File: src/include/wdt_pkg.sv
// Constants shared by the watchdog and interval timer.
// Assumes a 32-bit byte-addressed register bus.
package wdt_pkg;

    // ----------------------------------------
    // Register byte addresses
    // ----------------------------------------
    localparam logic [31:0] ADDR_RELOAD = 32'hFFFF0360;
    localparam logic [31:0] ADDR_COUNT  = 32'hFFFF0364;
    localparam logic [31:0] ADDR_CTRL   = 32'hFFFF0368;
    localparam logic [31:0] ADDR_CLEAR  = 32'hFFFF036C;

    // ----------------------------------------
    // Values after reset
    // ----------------------------------------
    localparam logic [15:0] RELOAD_RST = 16'h0040;
    localparam logic [15:0] COUNT_RST  = 16'h0040;
    localparam logic [8:0]  CTRL_RST   = 9'h000;
    localparam logic [7:0]  PRE_RST    = 8'h00;

    // ----------------------------------------
    // Control field positions
    // ----------------------------------------
    localparam int BIT_PD_STOP  = 0;
    localparam int BIT_WD_IRQ   = 1;
    localparam int PRE_LO       = 2;
    localparam int BIT_WD_MODE  = 5;
    localparam int BIT_PERIODIC = 6;
    localparam int BIT_ENABLE   = 7;
    localparam int BIT_COUNT_UP = 8;
    // Bit 4 is reserved and reads as zero
    localparam logic [8:0] CTRL_MASK = 9'h1EF;

    // ----------------------------------------
    // Prescale selection and terminal counts
    // ----------------------------------------
    typedef enum logic [1:0] {
        PRE_DIV1   = 2'h0,
        PRE_DIV16  = 2'h1,
        PRE_DIV256 = 2'h2,
        PRE_RSVD   = 2'h3
    } prescale_t;
    localparam logic [7:0] PRE_TC_1   = 8'h00;
    localparam logic [7:0] PRE_TC_16  = 8'h0F;
    localparam logic [7:0] PRE_TC_256 = 8'hFF;

    // ----------------------------------------
    // Timing figures
    // ----------------------------------------
    localparam int LP_OSC_HZ     = 32768;
    localparam int MAX_TIMEOUT_S = 512;
    localparam int MIN_TIMEOUT_MS = 30;

endpackage

File: src/hw/watchdog_interval_timer.sv
// Watchdog and interval timer with an Avalon-MM register slave.
// Assumes lp_osc_in is the free 32.768 kHz oscillator, sampled here,
// and that por_n is low only for a power-on reset.
//
// What this block does
// - Two modes: normal interval timing and watchdog recovery.
// - Setting control bit 5 enters watchdog mode.
// - Watchdog counts down from the reload value to zero.
// - Longest timeout 512 s with divide-by-256 and full reload.
// - At zero the watchdog resets the processor or interrupts, per bit 1.
// - Software writes clear register in time; watchdog then reloads.
// - Watchdog mode locks reload and control until power-on reset.
// - Non power-on resets leave the watchdog counting.
// - Counter halts while the debugger holds the core.
// - Runs in power-down unless control bit 0 is set.
// - Normal mode counts oscillator ticks divided by 1, 16 or 256.
// - On overflow the count reloads from the reload register if bit 6 is set; otherwise it wraps.
// - In normal mode a clear write drops the pending interrupt.
// - Reload and count are 16-bit; count is read only.
// - Control bits 3:2 pick prescale 1, 16, 256; 11 reserved.
// - Control bit 8 set counts up, clear counts down.
// - Bit 7 enables, bit 6 picks periodic or free-running.
// - With bit 1 set the watchdog zero raises an interrupt.
`timescale 1ns/1ps
`default_nettype none

module watchdog_interval_timer (
    input  wire logic        core_clk,
    input  wire logic        rst_n,
    input  wire logic        por_n,
    input  wire logic [31:0] address,
    input  wire logic        read,
    input  wire logic        write,
    input  wire logic [31:0] writedata,
    input  wire logic [3:0]  byteenable,
    output logic      [31:0] readdata,
    output logic             waitrequest,
    input  wire logic        lp_osc_in,
    input  wire logic        debug_halt,
    input  wire logic        periph_powerdown,
    output logic             irq,
    output logic             wdt_reset_req
);

    // ----------------------------------------
    // Helpers
    // ----------------------------------------
    function automatic logic [15:0] merge16(input logic [15:0] old_v,
                                            input logic [31:0] new_v,
                                            input logic [3:0]  be);
        logic [15:0] res;
        res = old_v;
        if (be[0]) begin
            res[7:0] = new_v[7:0];
        end
        if (be[1]) begin
            res[15:8] = new_v[15:8];
        end
        return res;
    endfunction

    function automatic logic [7:0] prescale_tc(input logic [1:0] code);
        logic [7:0] tc;
        tc = wdt_pkg::PRE_TC_1;
        case (code)
            wdt_pkg::PRE_DIV16:  tc = wdt_pkg::PRE_TC_16;
            wdt_pkg::PRE_DIV256: tc = wdt_pkg::PRE_TC_256;
            default:             tc = wdt_pkg::PRE_TC_1;
        endcase
        return tc;
    endfunction

    // ----------------------------------------
    // State
    // ----------------------------------------
    logic [15:0] reload_r;
    logic [15:0] count_r;
    logic [15:0] count_nxt;
    logic [8:0]  ctrl_r;
    logic [7:0]  pre_r;
    logic        irq_r;
    logic        rst_req_r;
    logic        waitrequest_r;
    logic [31:0] readdata_r;
    logic [2:0]  sync1_r;
    logic [2:0]  sync2_r;
    logic        lp_prev_r;

    logic wd_mode;
    logic timer_rst;
    logic bus_rst;
    logic wr_acc;
    logic svc_wr;
    logic ctrl_wr;
    logic reload_wr;
    logic halted;
    logic lp_edge;
    logic step;
    logic expire;
    logic [8:0] ctrl_new;
    logic [15:0] ctrl_merged;

    assign wd_mode = ctrl_r[wdt_pkg::BIT_WD_MODE];
    // Outside power-on, a running watchdog survives reset
    assign timer_rst = !por_n || (!rst_n && !wd_mode);
    assign bus_rst   = !por_n || !rst_n;

    // ----------------------------------------
    // Pin synchronisers
    // ----------------------------------------
    always_ff @(posedge core_clk) begin
        if (!por_n) begin
            sync1_r   <= 3'h0;
            sync2_r   <= 3'h0;
            lp_prev_r <= 1'b0;
        end else begin
            sync1_r   <= {lp_osc_in, debug_halt, periph_powerdown};
            sync2_r   <= sync1_r;
            lp_prev_r <= sync2_r[2];
        end
    end

    assign lp_edge = sync2_r[2] && !lp_prev_r;
    assign halted  = sync2_r[1]
                   || (sync2_r[0] && ctrl_r[wdt_pkg::BIT_PD_STOP]);

    // ----------------------------------------
    // Avalon-MM slave, one wait state
    // ----------------------------------------
    // Access takes effect at the edge where waitrequest is seen low
    assign wr_acc    = write && !waitrequest_r;
    assign svc_wr    = wr_acc && (address == wdt_pkg::ADDR_CLEAR);
    // Locked registers drop writes silently
    assign ctrl_wr   = wr_acc && (address == wdt_pkg::ADDR_CTRL)
                     && !wd_mode;
    assign reload_wr = wr_acc && (address == wdt_pkg::ADDR_RELOAD)
                     && !wd_mode;

    always_ff @(posedge core_clk) begin
        if (bus_rst) begin
            waitrequest_r <= 1'b1;
        end else if ((read || write) && waitrequest_r) begin
            waitrequest_r <= 1'b0;
        end else begin
            waitrequest_r <= 1'b1;
        end
    end

    always_ff @(posedge core_clk) begin
        if (bus_rst) begin
            readdata_r <= 32'h0000_0000;
        end else if (read && waitrequest_r) begin
            if (address == wdt_pkg::ADDR_RELOAD) begin
                readdata_r <= {16'h0000, reload_r};
            end else if (address == wdt_pkg::ADDR_COUNT) begin
                readdata_r <= {16'h0000, count_r};
            end else if (address == wdt_pkg::ADDR_CTRL) begin
                readdata_r <= {23'h000000, ctrl_r & wdt_pkg::CTRL_MASK};
            end else begin
                readdata_r <= 32'h0000_0000;
            end
        end
    end

    // Only nine control bits exist; the upper lane bits are dropped
    assign ctrl_merged = merge16({7'h00, ctrl_r}, writedata, byteenable);
    assign ctrl_new    = ctrl_merged[8:0] & wdt_pkg::CTRL_MASK;

    // ----------------------------------------
    // Control and reload registers
    // ----------------------------------------
    always_ff @(posedge core_clk) begin
        if (timer_rst) begin
            ctrl_r <= wdt_pkg::CTRL_RST;
        end else if (ctrl_wr) begin
            ctrl_r <= ctrl_new;
        end
    end

    always_ff @(posedge core_clk) begin
        if (timer_rst) begin
            reload_r <= wdt_pkg::RELOAD_RST;
        end else if (reload_wr) begin
            reload_r <= merge16(reload_r, writedata, byteenable);
        end
    end

    // ----------------------------------------
    // Prescaler on oscillator ticks
    // ----------------------------------------
    logic running;
    logic [7:0] pre_tc;
    // Watchdog mode runs whatever the enable bit says
    assign running = wd_mode || ctrl_r[wdt_pkg::BIT_ENABLE];
    assign pre_tc  = prescale_tc(ctrl_r[wdt_pkg::PRE_LO +: 2]);
    assign step    = running && !halted && lp_edge
                   && (pre_r == pre_tc);

    always_ff @(posedge core_clk) begin
        if (timer_rst) begin
            pre_r <= wdt_pkg::PRE_RST;
        end else if (running && !halted && lp_edge) begin
            if (pre_r == pre_tc) begin
                pre_r <= wdt_pkg::PRE_RST;
            end else begin
                pre_r <= pre_r + 8'h01;
            end
        end
    end

    // ----------------------------------------
    // Counter
    // ----------------------------------------
    logic start_load;
    // Leaving the idle state loads a fresh period
    assign start_load = ctrl_wr && !running
                      && (ctrl_new[wdt_pkg::BIT_ENABLE]
                          || ctrl_new[wdt_pkg::BIT_WD_MODE]);

    always_comb begin
        count_nxt = count_r;
        expire    = 1'b0;
        if (svc_wr && wd_mode) begin
            count_nxt = reload_r;
        end else if (start_load) begin
            count_nxt = reload_r;
        end else if (step) begin
            if (wd_mode) begin
                if (count_r <= 16'h0001) begin
                    expire    = 1'b1;
                    count_nxt = reload_r;
                end else begin
                    count_nxt = count_r - 16'h0001;
                end
            end else if (ctrl_r[wdt_pkg::BIT_COUNT_UP]) begin
                if (count_r == 16'hFFFF) begin
                    expire    = 1'b1;
                    count_nxt = ctrl_r[wdt_pkg::BIT_PERIODIC] ? reload_r
                                                              : 16'h0000;
                end else begin
                    count_nxt = count_r + 16'h0001;
                end
            end else begin
                if (count_r == 16'h0000) begin
                    expire    = 1'b1;
                    count_nxt = ctrl_r[wdt_pkg::BIT_PERIODIC] ? reload_r
                                                              : 16'hFFFF;
                end else begin
                    count_nxt = count_r - 16'h0001;
                end
            end
        end
    end

    always_ff @(posedge core_clk) begin
        if (timer_rst) begin
            count_r <= wdt_pkg::COUNT_RST;
        end else begin
            count_r <= count_nxt;
        end
    end

    // ----------------------------------------
    // Interrupt flag and reset request
    // ----------------------------------------
    logic irq_set;
    logic rst_set;
    assign irq_set = expire && (!wd_mode || ctrl_r[wdt_pkg::BIT_WD_IRQ]);
    assign rst_set = expire && wd_mode && !ctrl_r[wdt_pkg::BIT_WD_IRQ];

    always_ff @(posedge core_clk) begin
        if (timer_rst) begin
            irq_r <= 1'b0;
        end else begin
            // A timeout in the clearing cycle is kept
            irq_r <= (irq_r && !svc_wr) || irq_set;
        end
    end

    always_ff @(posedge core_clk) begin
        if (timer_rst) begin
            rst_req_r <= 1'b0;
        end else begin
            rst_req_r <= rst_set;
        end
    end

    assign readdata      = readdata_r;
    assign waitrequest   = waitrequest_r;
    assign irq           = irq_r;
    assign wdt_reset_req = rst_req_r;
endmodule

`default_nettype wire

File: config.mk
export PLATFORM = sky130hd
export DESIGN_NAME = watchdog_interval_timer
export DESIGN_NICKNAME = d
export VERILOG_FILES = /design/src/include/wdt_pkg.sv /design/src/hw/watchdog_interval_timer.sv
export SDC_FILE = /design/constraint.sdc
export NUM_CORES = 1
export LEC_CHECK = 0
export BUFFER_PORTS_ARGS = -buffer_cell sky130_fd_sc_hd__buf_2
export CAP_MARGIN = 20
export CORE_UTILIZATION = 30
export CTS_CLUSTER_DIAMETER = 40
export DETAILED_ROUTE_END_ITERATION = 12
export MAX_ROUTING_LAYER = met4
export PLACE_DENSITY = 0.48
export SLEW_MARGIN = 20
export SYNTH_ARGS = -nofsm -noshare
export SYNTH_HDL_FRONTEND = slang
export SYNTH_SLANG_ARGS = --single-unit
File: constraint.sdc
create_clock -name core_clk -period 5.6 [get_ports core_clk]
set_input_delay 0 -clock core_clk [delete_from_list [all_inputs] [get_ports core_clk]]
set_output_delay 0 -clock core_clk [all_outputs]
set_load 0.005 [all_outputs]
==> impl_metrics.json, run 1 <==
{
  "start_util_pct": 30.9,
  "antenna_found_initial": 0,
  "synth_top_family_by_area": "simple AND/OR/NAND/NOR gates",
  "synthSimpleGateAreaFrac_pct": 26.1,
  "worst_pin_slew_ns": 0.811,
  "synth_edf_count": 0,
  "timing.slew.headroom_pct": 45.8,
  "swShare_pct": 23.6,
  "final_max_slew_viol_count": 0,
  "synthMuxAreaShare_pct": 9.36,
  "cts_root_buf": "clkbuf_16",
  "setup-tns-final_ns": 0,
  "clock_skew_ns": 0.00734,
  "finalCriticalPeriod_ns": 2.99,
  "vias_per_cell": 5.31,
  "firstDrtPassIters": 5,
  "ys_warn_count": 0,
  "io_buffers": 76,
  "rows": 46,
  "worst_setup_path_start_kind": "register",
  "clockPowerShare_pct": 47.3,
  "ys_seq_area_share_pct": 30.0,
  "path_cells": "ha_1 -> nand3_1 -> nor4_4 -> and4_1 -> mux2i_1 -> a2111o_1 -> nand4_1 -> o21ai_0",
  "setup_violations": 0,
  "pwr-share-seq_pct": 46.7,
  "internal_power_mw": 0.867,
  "cts_sinks": 74,
  "cts_buffers": 9,
  "endpoint_kind": "register",
  "cts_tree": "built",
  "status": "finished, final reports clean",
  "clockBufferDepth": 2,
  "final-instance-count-excl-fill": 908,
  "timing.rr.start": "count_r[0]",
  "synthAdderAreaFrac_pct": 1.52,
  "path_buf_inv": 0,
  "async_flop_share_pct": 0,
  "critPathArrivalTime_ns": 3.19,
  "core_sq_mm": 0.0159,
  "dieArea_sq_mm": 0.0170,
  "hp-class": "input pin to register",
  "r2r_cells": 8,
  "r2r_end": "count_r[13]",
  "p_switching_mw": 0.267,
  "final_nets": 771,
  "criticalPathCategory": "register to register",
  "syn_area_sq_mm": 0.00493,
  "syn_area_per_cell_sq_um": 7.97,
  "dp_hpwl_microns": 11400,
  "antenna_cells": 0,
  "cp_num_cells": 8,
  "synth_compound_area_share_pct": 19.4,
  "grt_max_degree": 30,
  "fin_crit_sh_pct": 53.4,
  "first_global_vias": 4456,
  "die_h_microns": 130,
  "r2r_setup_slack_ns": 2.61,
  "dp.cells": 872,
  "synth_cell_types": 75,
  "crit_family": "simple AND/OR/NAND/NOR gates",
  "power_frac_comb_pct": 6.0,
  "grt_overflow": 0,
  "max_freq_ghz": 0.335,
  "ys_ff_latch": 74,
  "synth_xor_area_share_pct": 5.51,
  "gp_congestion": 0.913,
  "hold_viol": 0,
  "clk_latency_ns": 0.35,
  "drive_gt1_share_pct": 16.8,
  "crit_fanout": 14,
  "cp.required_ns": 5.80,
  "max-cap-violations": 0,
  "rsz0062_at_grt": "no",
  "die_w_microns": 130,
  "drt_drc_violations_left": 0,
  "crit_slowest_cell": "and4_1",
  "ant_nets": 0,
  "drtIter0Drc": 365,
  "preCtsSetupSlack_ns": 2.60,
  "grt_pass1_wl_microns": 25100,
  "syn2layout_area_growth_pct": 17.7,
  "critPathCapture": "count_r[13]",
  "drt-total-wl_microns": 15800,
  "leakagePower_nw": 2.07,
  "whs_ns": 0.0389,
  "peakVddDrop_mv": 0.137,
  "hold_start": "por_n",
  "cpPeakStageDelay_ns": 0.64,
  "num_vias": 4817,
  "htreeDepth": 3,
  "crit_start": "count_r[0]",
  "wl_per_cell_microns": 17.4,
  "synth_cells": 619,
  "grt.total_usage_pct": 20.1,
  "synthFlopType": "dfxtp_1",
  "cellPowerDensity_mw_per_mm2": 195,
  "ios": 111,
  "cts.repair.resized": 0,
  "finalWorstSetupSlack_ns": 2.61,
  "clkTransAtPathRegs_ns": 0.06
}
repair_timing:
action,in CTS,in global routing
hold buffers,22,0
hold endpoints to repair,28,0
setup endpoints to repair,0,0
setup buffers,0,0
worst min-delay path by stage:
| stage | cells after the start | endpoint |
|---|---|---|
| CTS | 3 | wdt_reset_req |
| floorplan | 1 | waitrequest |
| finish | 2 | ctrl_r[5] |
| detailed placement | 2 | sync1_r[0] |
| global placement | 2 | sync1_r[0] |
| global route | 2 | ctrl_r[5] |
Yosys cell counts, types with 12 or more instances:
| cell type | number | area, sq um |
|---|---|---|
| o221ai_1 | 13 | 114 |
| mux2i_1 | 45 | 450 |
| nor2_1 | 77 | 289 |
| clkbuf_1 | 21 | 78.8 |
| nand2_1 | 61 | 229 |
| buf_4 | 21 | 158 |
| nand3_1 | 29 | 145 |
| nand4_1 | 12 | 75.1 |
| nor3_1 | 13 | 65.1 |
| xnor2_1 | 18 | 158 |
| xor2_1 | 13 | 114 |
| a21oi_1 | 41 | 205 |
| dfxtp_1 | 74 | 1480 |
| o21ai_0 | 28 | 140 |
flip-flops by register name (all words and copies together), names as in the netlist:
| name | count |
|---|---|
| sync2_r | 3 |
| pre_r | 8 |
| irq | 1 |
| reload_r | 16 |
| readdata | 16 |
| wdt_reset_req | 1 |
| waitrequest | 1 |
| count_r | 16 |
| sync1_r | 3 |
| lp_prev_r | 1 |
| ctrl_r | 8 |
cell families (layout without fill, tap and decap cells):
kind of cell    after synthesis  in the layout
compound gates              144            144
xor+xnor                     31             31
fa+ha+maj                     6              6
buf+inv                      69            127
flops                        74             74
mux                          46             46
other cells                   1             16
simple gates                248            248
area by class of cell:
type	instances	area, sq um
fill	1731	10100
multi-input combinational	491	3120
sequential	74	1480
timing repair buffer	103	638
tap	216	270
clock buffer	11	243
inverter	10	37.5
clock inverter	3	17.5
cell usage in the layout (no fill, tap or decap), types with 5 or more instances in the layout:
master          n
nor4_1          5
nor3_1         13
buf_2          76
mux2i_1        45
xor2_1         13
inv_1          10
xnor2_1        18
nand2_1        61
nand4_1        12
clkbuf_16       9
a31oi_1         9
nor2_1         77
o221ai_1       13
o21ai_0        28
and2_1         10
conb_1         16
dlygate4sd3_1  22
buf_4           5
ha_1            6
dfxtp_1        74
nand3_1        29
a21oi_1        41
o211ai_1       10
power groups by stage:
stage | registers [mW] | clock network (mW) | logic (mW)
after CTS | 0.530 | 0.550 | 0.0684
after detailed placement | 0.542 | 0 | 0.0571
after floorplan | 0.542 | 0 | 0.0343
final | 0.530 | 0.536 | 0.0678
after global placement | 0.542 | 0 | 0.0561
after global routing | 0.530 | 0.571 | 0.0754
per-layer routing:
metal / global-route usage [%] / vias to the layer above / part of all wire, %
met4: 7.25 / 0 / 2.2
met5: - / - / 0
met1: 26.1 / 2260 / 46
met3: 3.57 / 28 / 6.0
met2: 31.0 / 184 / 46
li1: - / 2345 / -
metrics by stage:
step	total power [mW]	util [%]	area, sq um
final	1.13	36.4	5800
after global routing	1.18	36.4	5800
after CTS	1.15	36.4	5800
after detailed placement	0.599	33.4	5320
after global placement	0.598	33.4	5320
after floorplan	0.576	-	4990
(Power assumes the default switching activity.)
==> run 2: changes to the inputs <==
--- a/config.mk
+++ b/config.mk
@@ -11,7 +11,7 @@
 export CTS_CLUSTER_DIAMETER = 40
 export DETAILED_ROUTE_END_ITERATION = 12
 export MAX_ROUTING_LAYER = met4
-export PLACE_DENSITY = 0.48
+export PLACE_DENSITY = 0.5
 export SLEW_MARGIN = 20
 export SYNTH_ARGS = -nofsm -noshare
 export SYNTH_HDL_FRONTEND = slang
==> constraint.sdc (replaced) <==
create_clock -name core_clk -period 2.5 [get_ports core_clk]
set_input_delay 0 -clock core_clk [delete_from_list [all_inputs] [get_ports core_clk]]
set_output_delay 0 -clock core_clk [all_outputs]
set_load 0.005 [all_outputs]
==> impl_metrics.json, run 2 (synthesis gave the netlist of run 1 again) <==
{
  "status": "finished, final reports clean",
  "cts.repair.resized": 0,
  "rows": 46,
  "leakagePower_nw": 2.37,
  "critPathArrivalTime_ns": 2.63,
  "whs_ns": 0.193,
  "crit_fanout": 10,
  "setup-tns-final_ns": 0,
  "setup_violations": 0,
  "grt_max_degree": 20,
  "wl_per_cell_microns": 17.7,
  "fin_total_pwr_mw": 2.74,
  "worst_setup_path_start_kind": "register",
  "final_common_cell": "nor2_1",
  "final_max_slew_viol_count": 0,
  "gp_congestion": 0.946,
  "finalWorstSetupSlack_ns": 0.169,
  "start_util_pct": 30.9,
  "drt_drc_violations_left": 0,
  "die_h_microns": 130,
  "dr.max_layer_used": "met4",
  "grt.total_usage_pct": 21.7,
  "endpoint_kind": "register",
  "drive_gt1_share_pct": 23.0,
  "cp.required_ns": 2.80,
  "syn2layout_area_growth_pct": 27.5,
  "peakVddDrop_mv": 0.469,
  "wl_met3_microns": 1080,
  "firstDrtPassIters": 5,
  "grt_overflow": 0,
  "drt-total-wl_microns": 17100,
  "die_w_microns": 130,
  "wl_met1_microns": 7700,
  "ios": 111,
  "cts_root_buf": "clkbuf_16",
  "rsz0062_at_grt": "no",
  "first_global_vias": 5025,
  "cts_sinks": 74,
  "antenna_found_initial": 0,
  "met2_wirelength_microns": 7860,
  "dp.cells": 925,
  "worst_pin_slew_ns": 0.695,
  "max_freq_ghz": 0.429,
  "cts_tree": "built",
  "ant_nets": 0,
  "hold_viol": 0,
  "hp-class": "input pin to register",
  "fin_crit_sh_pct": 93.3,
  "layout_common_cells": "nor2_1 (77), buf_2 (76), dfxtp_1 (74), nand2_1 (61), buf_4 (56)",
  "vias_per_cell": 5.31,
  "max-cap-violations": 0,
  "cellPowerDensity_mw_per_mm2": 435,
  "dp_hpwl_microns": 13000,
  "clk_latency_ns": 0.36,
  "antenna_cells": 0,
  "dieArea_sq_mm": 0.0170,
  "clkTransAtPathRegs_ns": 0.08,
  "finalCriticalPeriod_ns": 2.33,
  "grt_pass1_wl_microns": 26800,
  "clockBufferDepth": 2,
  "criticalPathCategory": "register to register",
  "timing.slew.headroom_pct": 53.7,
  "num_vias": 5117,
  "cts_buffers": 9,
  "final-instance-count-excl-fill": 964,
  "final_nets": 825,
  "htreeDepth": 3,
  "io_buffers": 76,
  "preCtsSetupSlack_ns": 0.223,
  "drtIter0Drc": 370,
  "core_sq_mm": 0.0159,
  "clock_skew_ns": 0.0148
}
-- run 2: changes by cell type in the layout (fill, tap and decap cells not counted), sizes merged --
cell,before,now
buf,81,134
bufinv,0,1
clkbuf,11,9
clkinv,2,1
dlygate4sd3,22,23
inv,10,14
-- run 2: area by class of cell --
cell class,instances,area (sq um)
clock inverters,7,83.8
clock buffers,9,225
repair buffers,157,1070
fillers,1665,9660
multi-input cells,491,3120
well taps,216,270
inverters,10,37.5
flip-flops and latches,74,1480
-- run 2: final timing paths --
| path | from | depth (start not counted) | endpoint | slack [ns] |
|---|---|---|---|---|
| max | count_r[1] | 9 | count_r[2] | 0.17 |
| min | byteenable[1] | 5 | ctrl_r[8] | 0.19 |
| max reg2reg | count_r[1] | 9 | count_r[2] | 0.17 |
| min reg2reg | sync1_r[0] | 1 | sync2_r[0] | 0.43 |
-- run 2: per-layer routing --
metal	global-route usage, %	up-vias
met2	34.5	222
met4	8.69	0
met1	27.4	2403
met5	-	-
met3	3.32	45
li1	-	2447
-- run 2: through the flow --
step | util, % | instance area, sq um
after floorplan | - | 4990
after global placement | 36.0 | 5750
after detailed placement | 36.0 | 5750
after CTS | 39.4 | 6290
after global routing | 39.4 | 6290
final | 39.4 | 6290
-- run 2: repair_timing --
action / CTS / global route
hold buffers: 23 / 0
setup buffers: 0 / 0
endpoints found under the hold margin: 28 / 0
-- run 2: where the power goes --
part / internal, mW / switching [mW]
logic: 0.0753 / 0.0805
clock network: 0.793 / 0.601
registers: 1.18 / 0.00253
-- run 2: worst max-delay path, cell delays in order, from the launching register on --
cell      delay [ns]
dfxtp_1         0.43
inv_1           0.11
ha_1            0.27
o211ai_1        0.39
or2_2           0.39
buf_4           0.24
nor2_1          0.05
a21oi_1         0.17
o21ai_2         0.08
a21oi_2         0.12
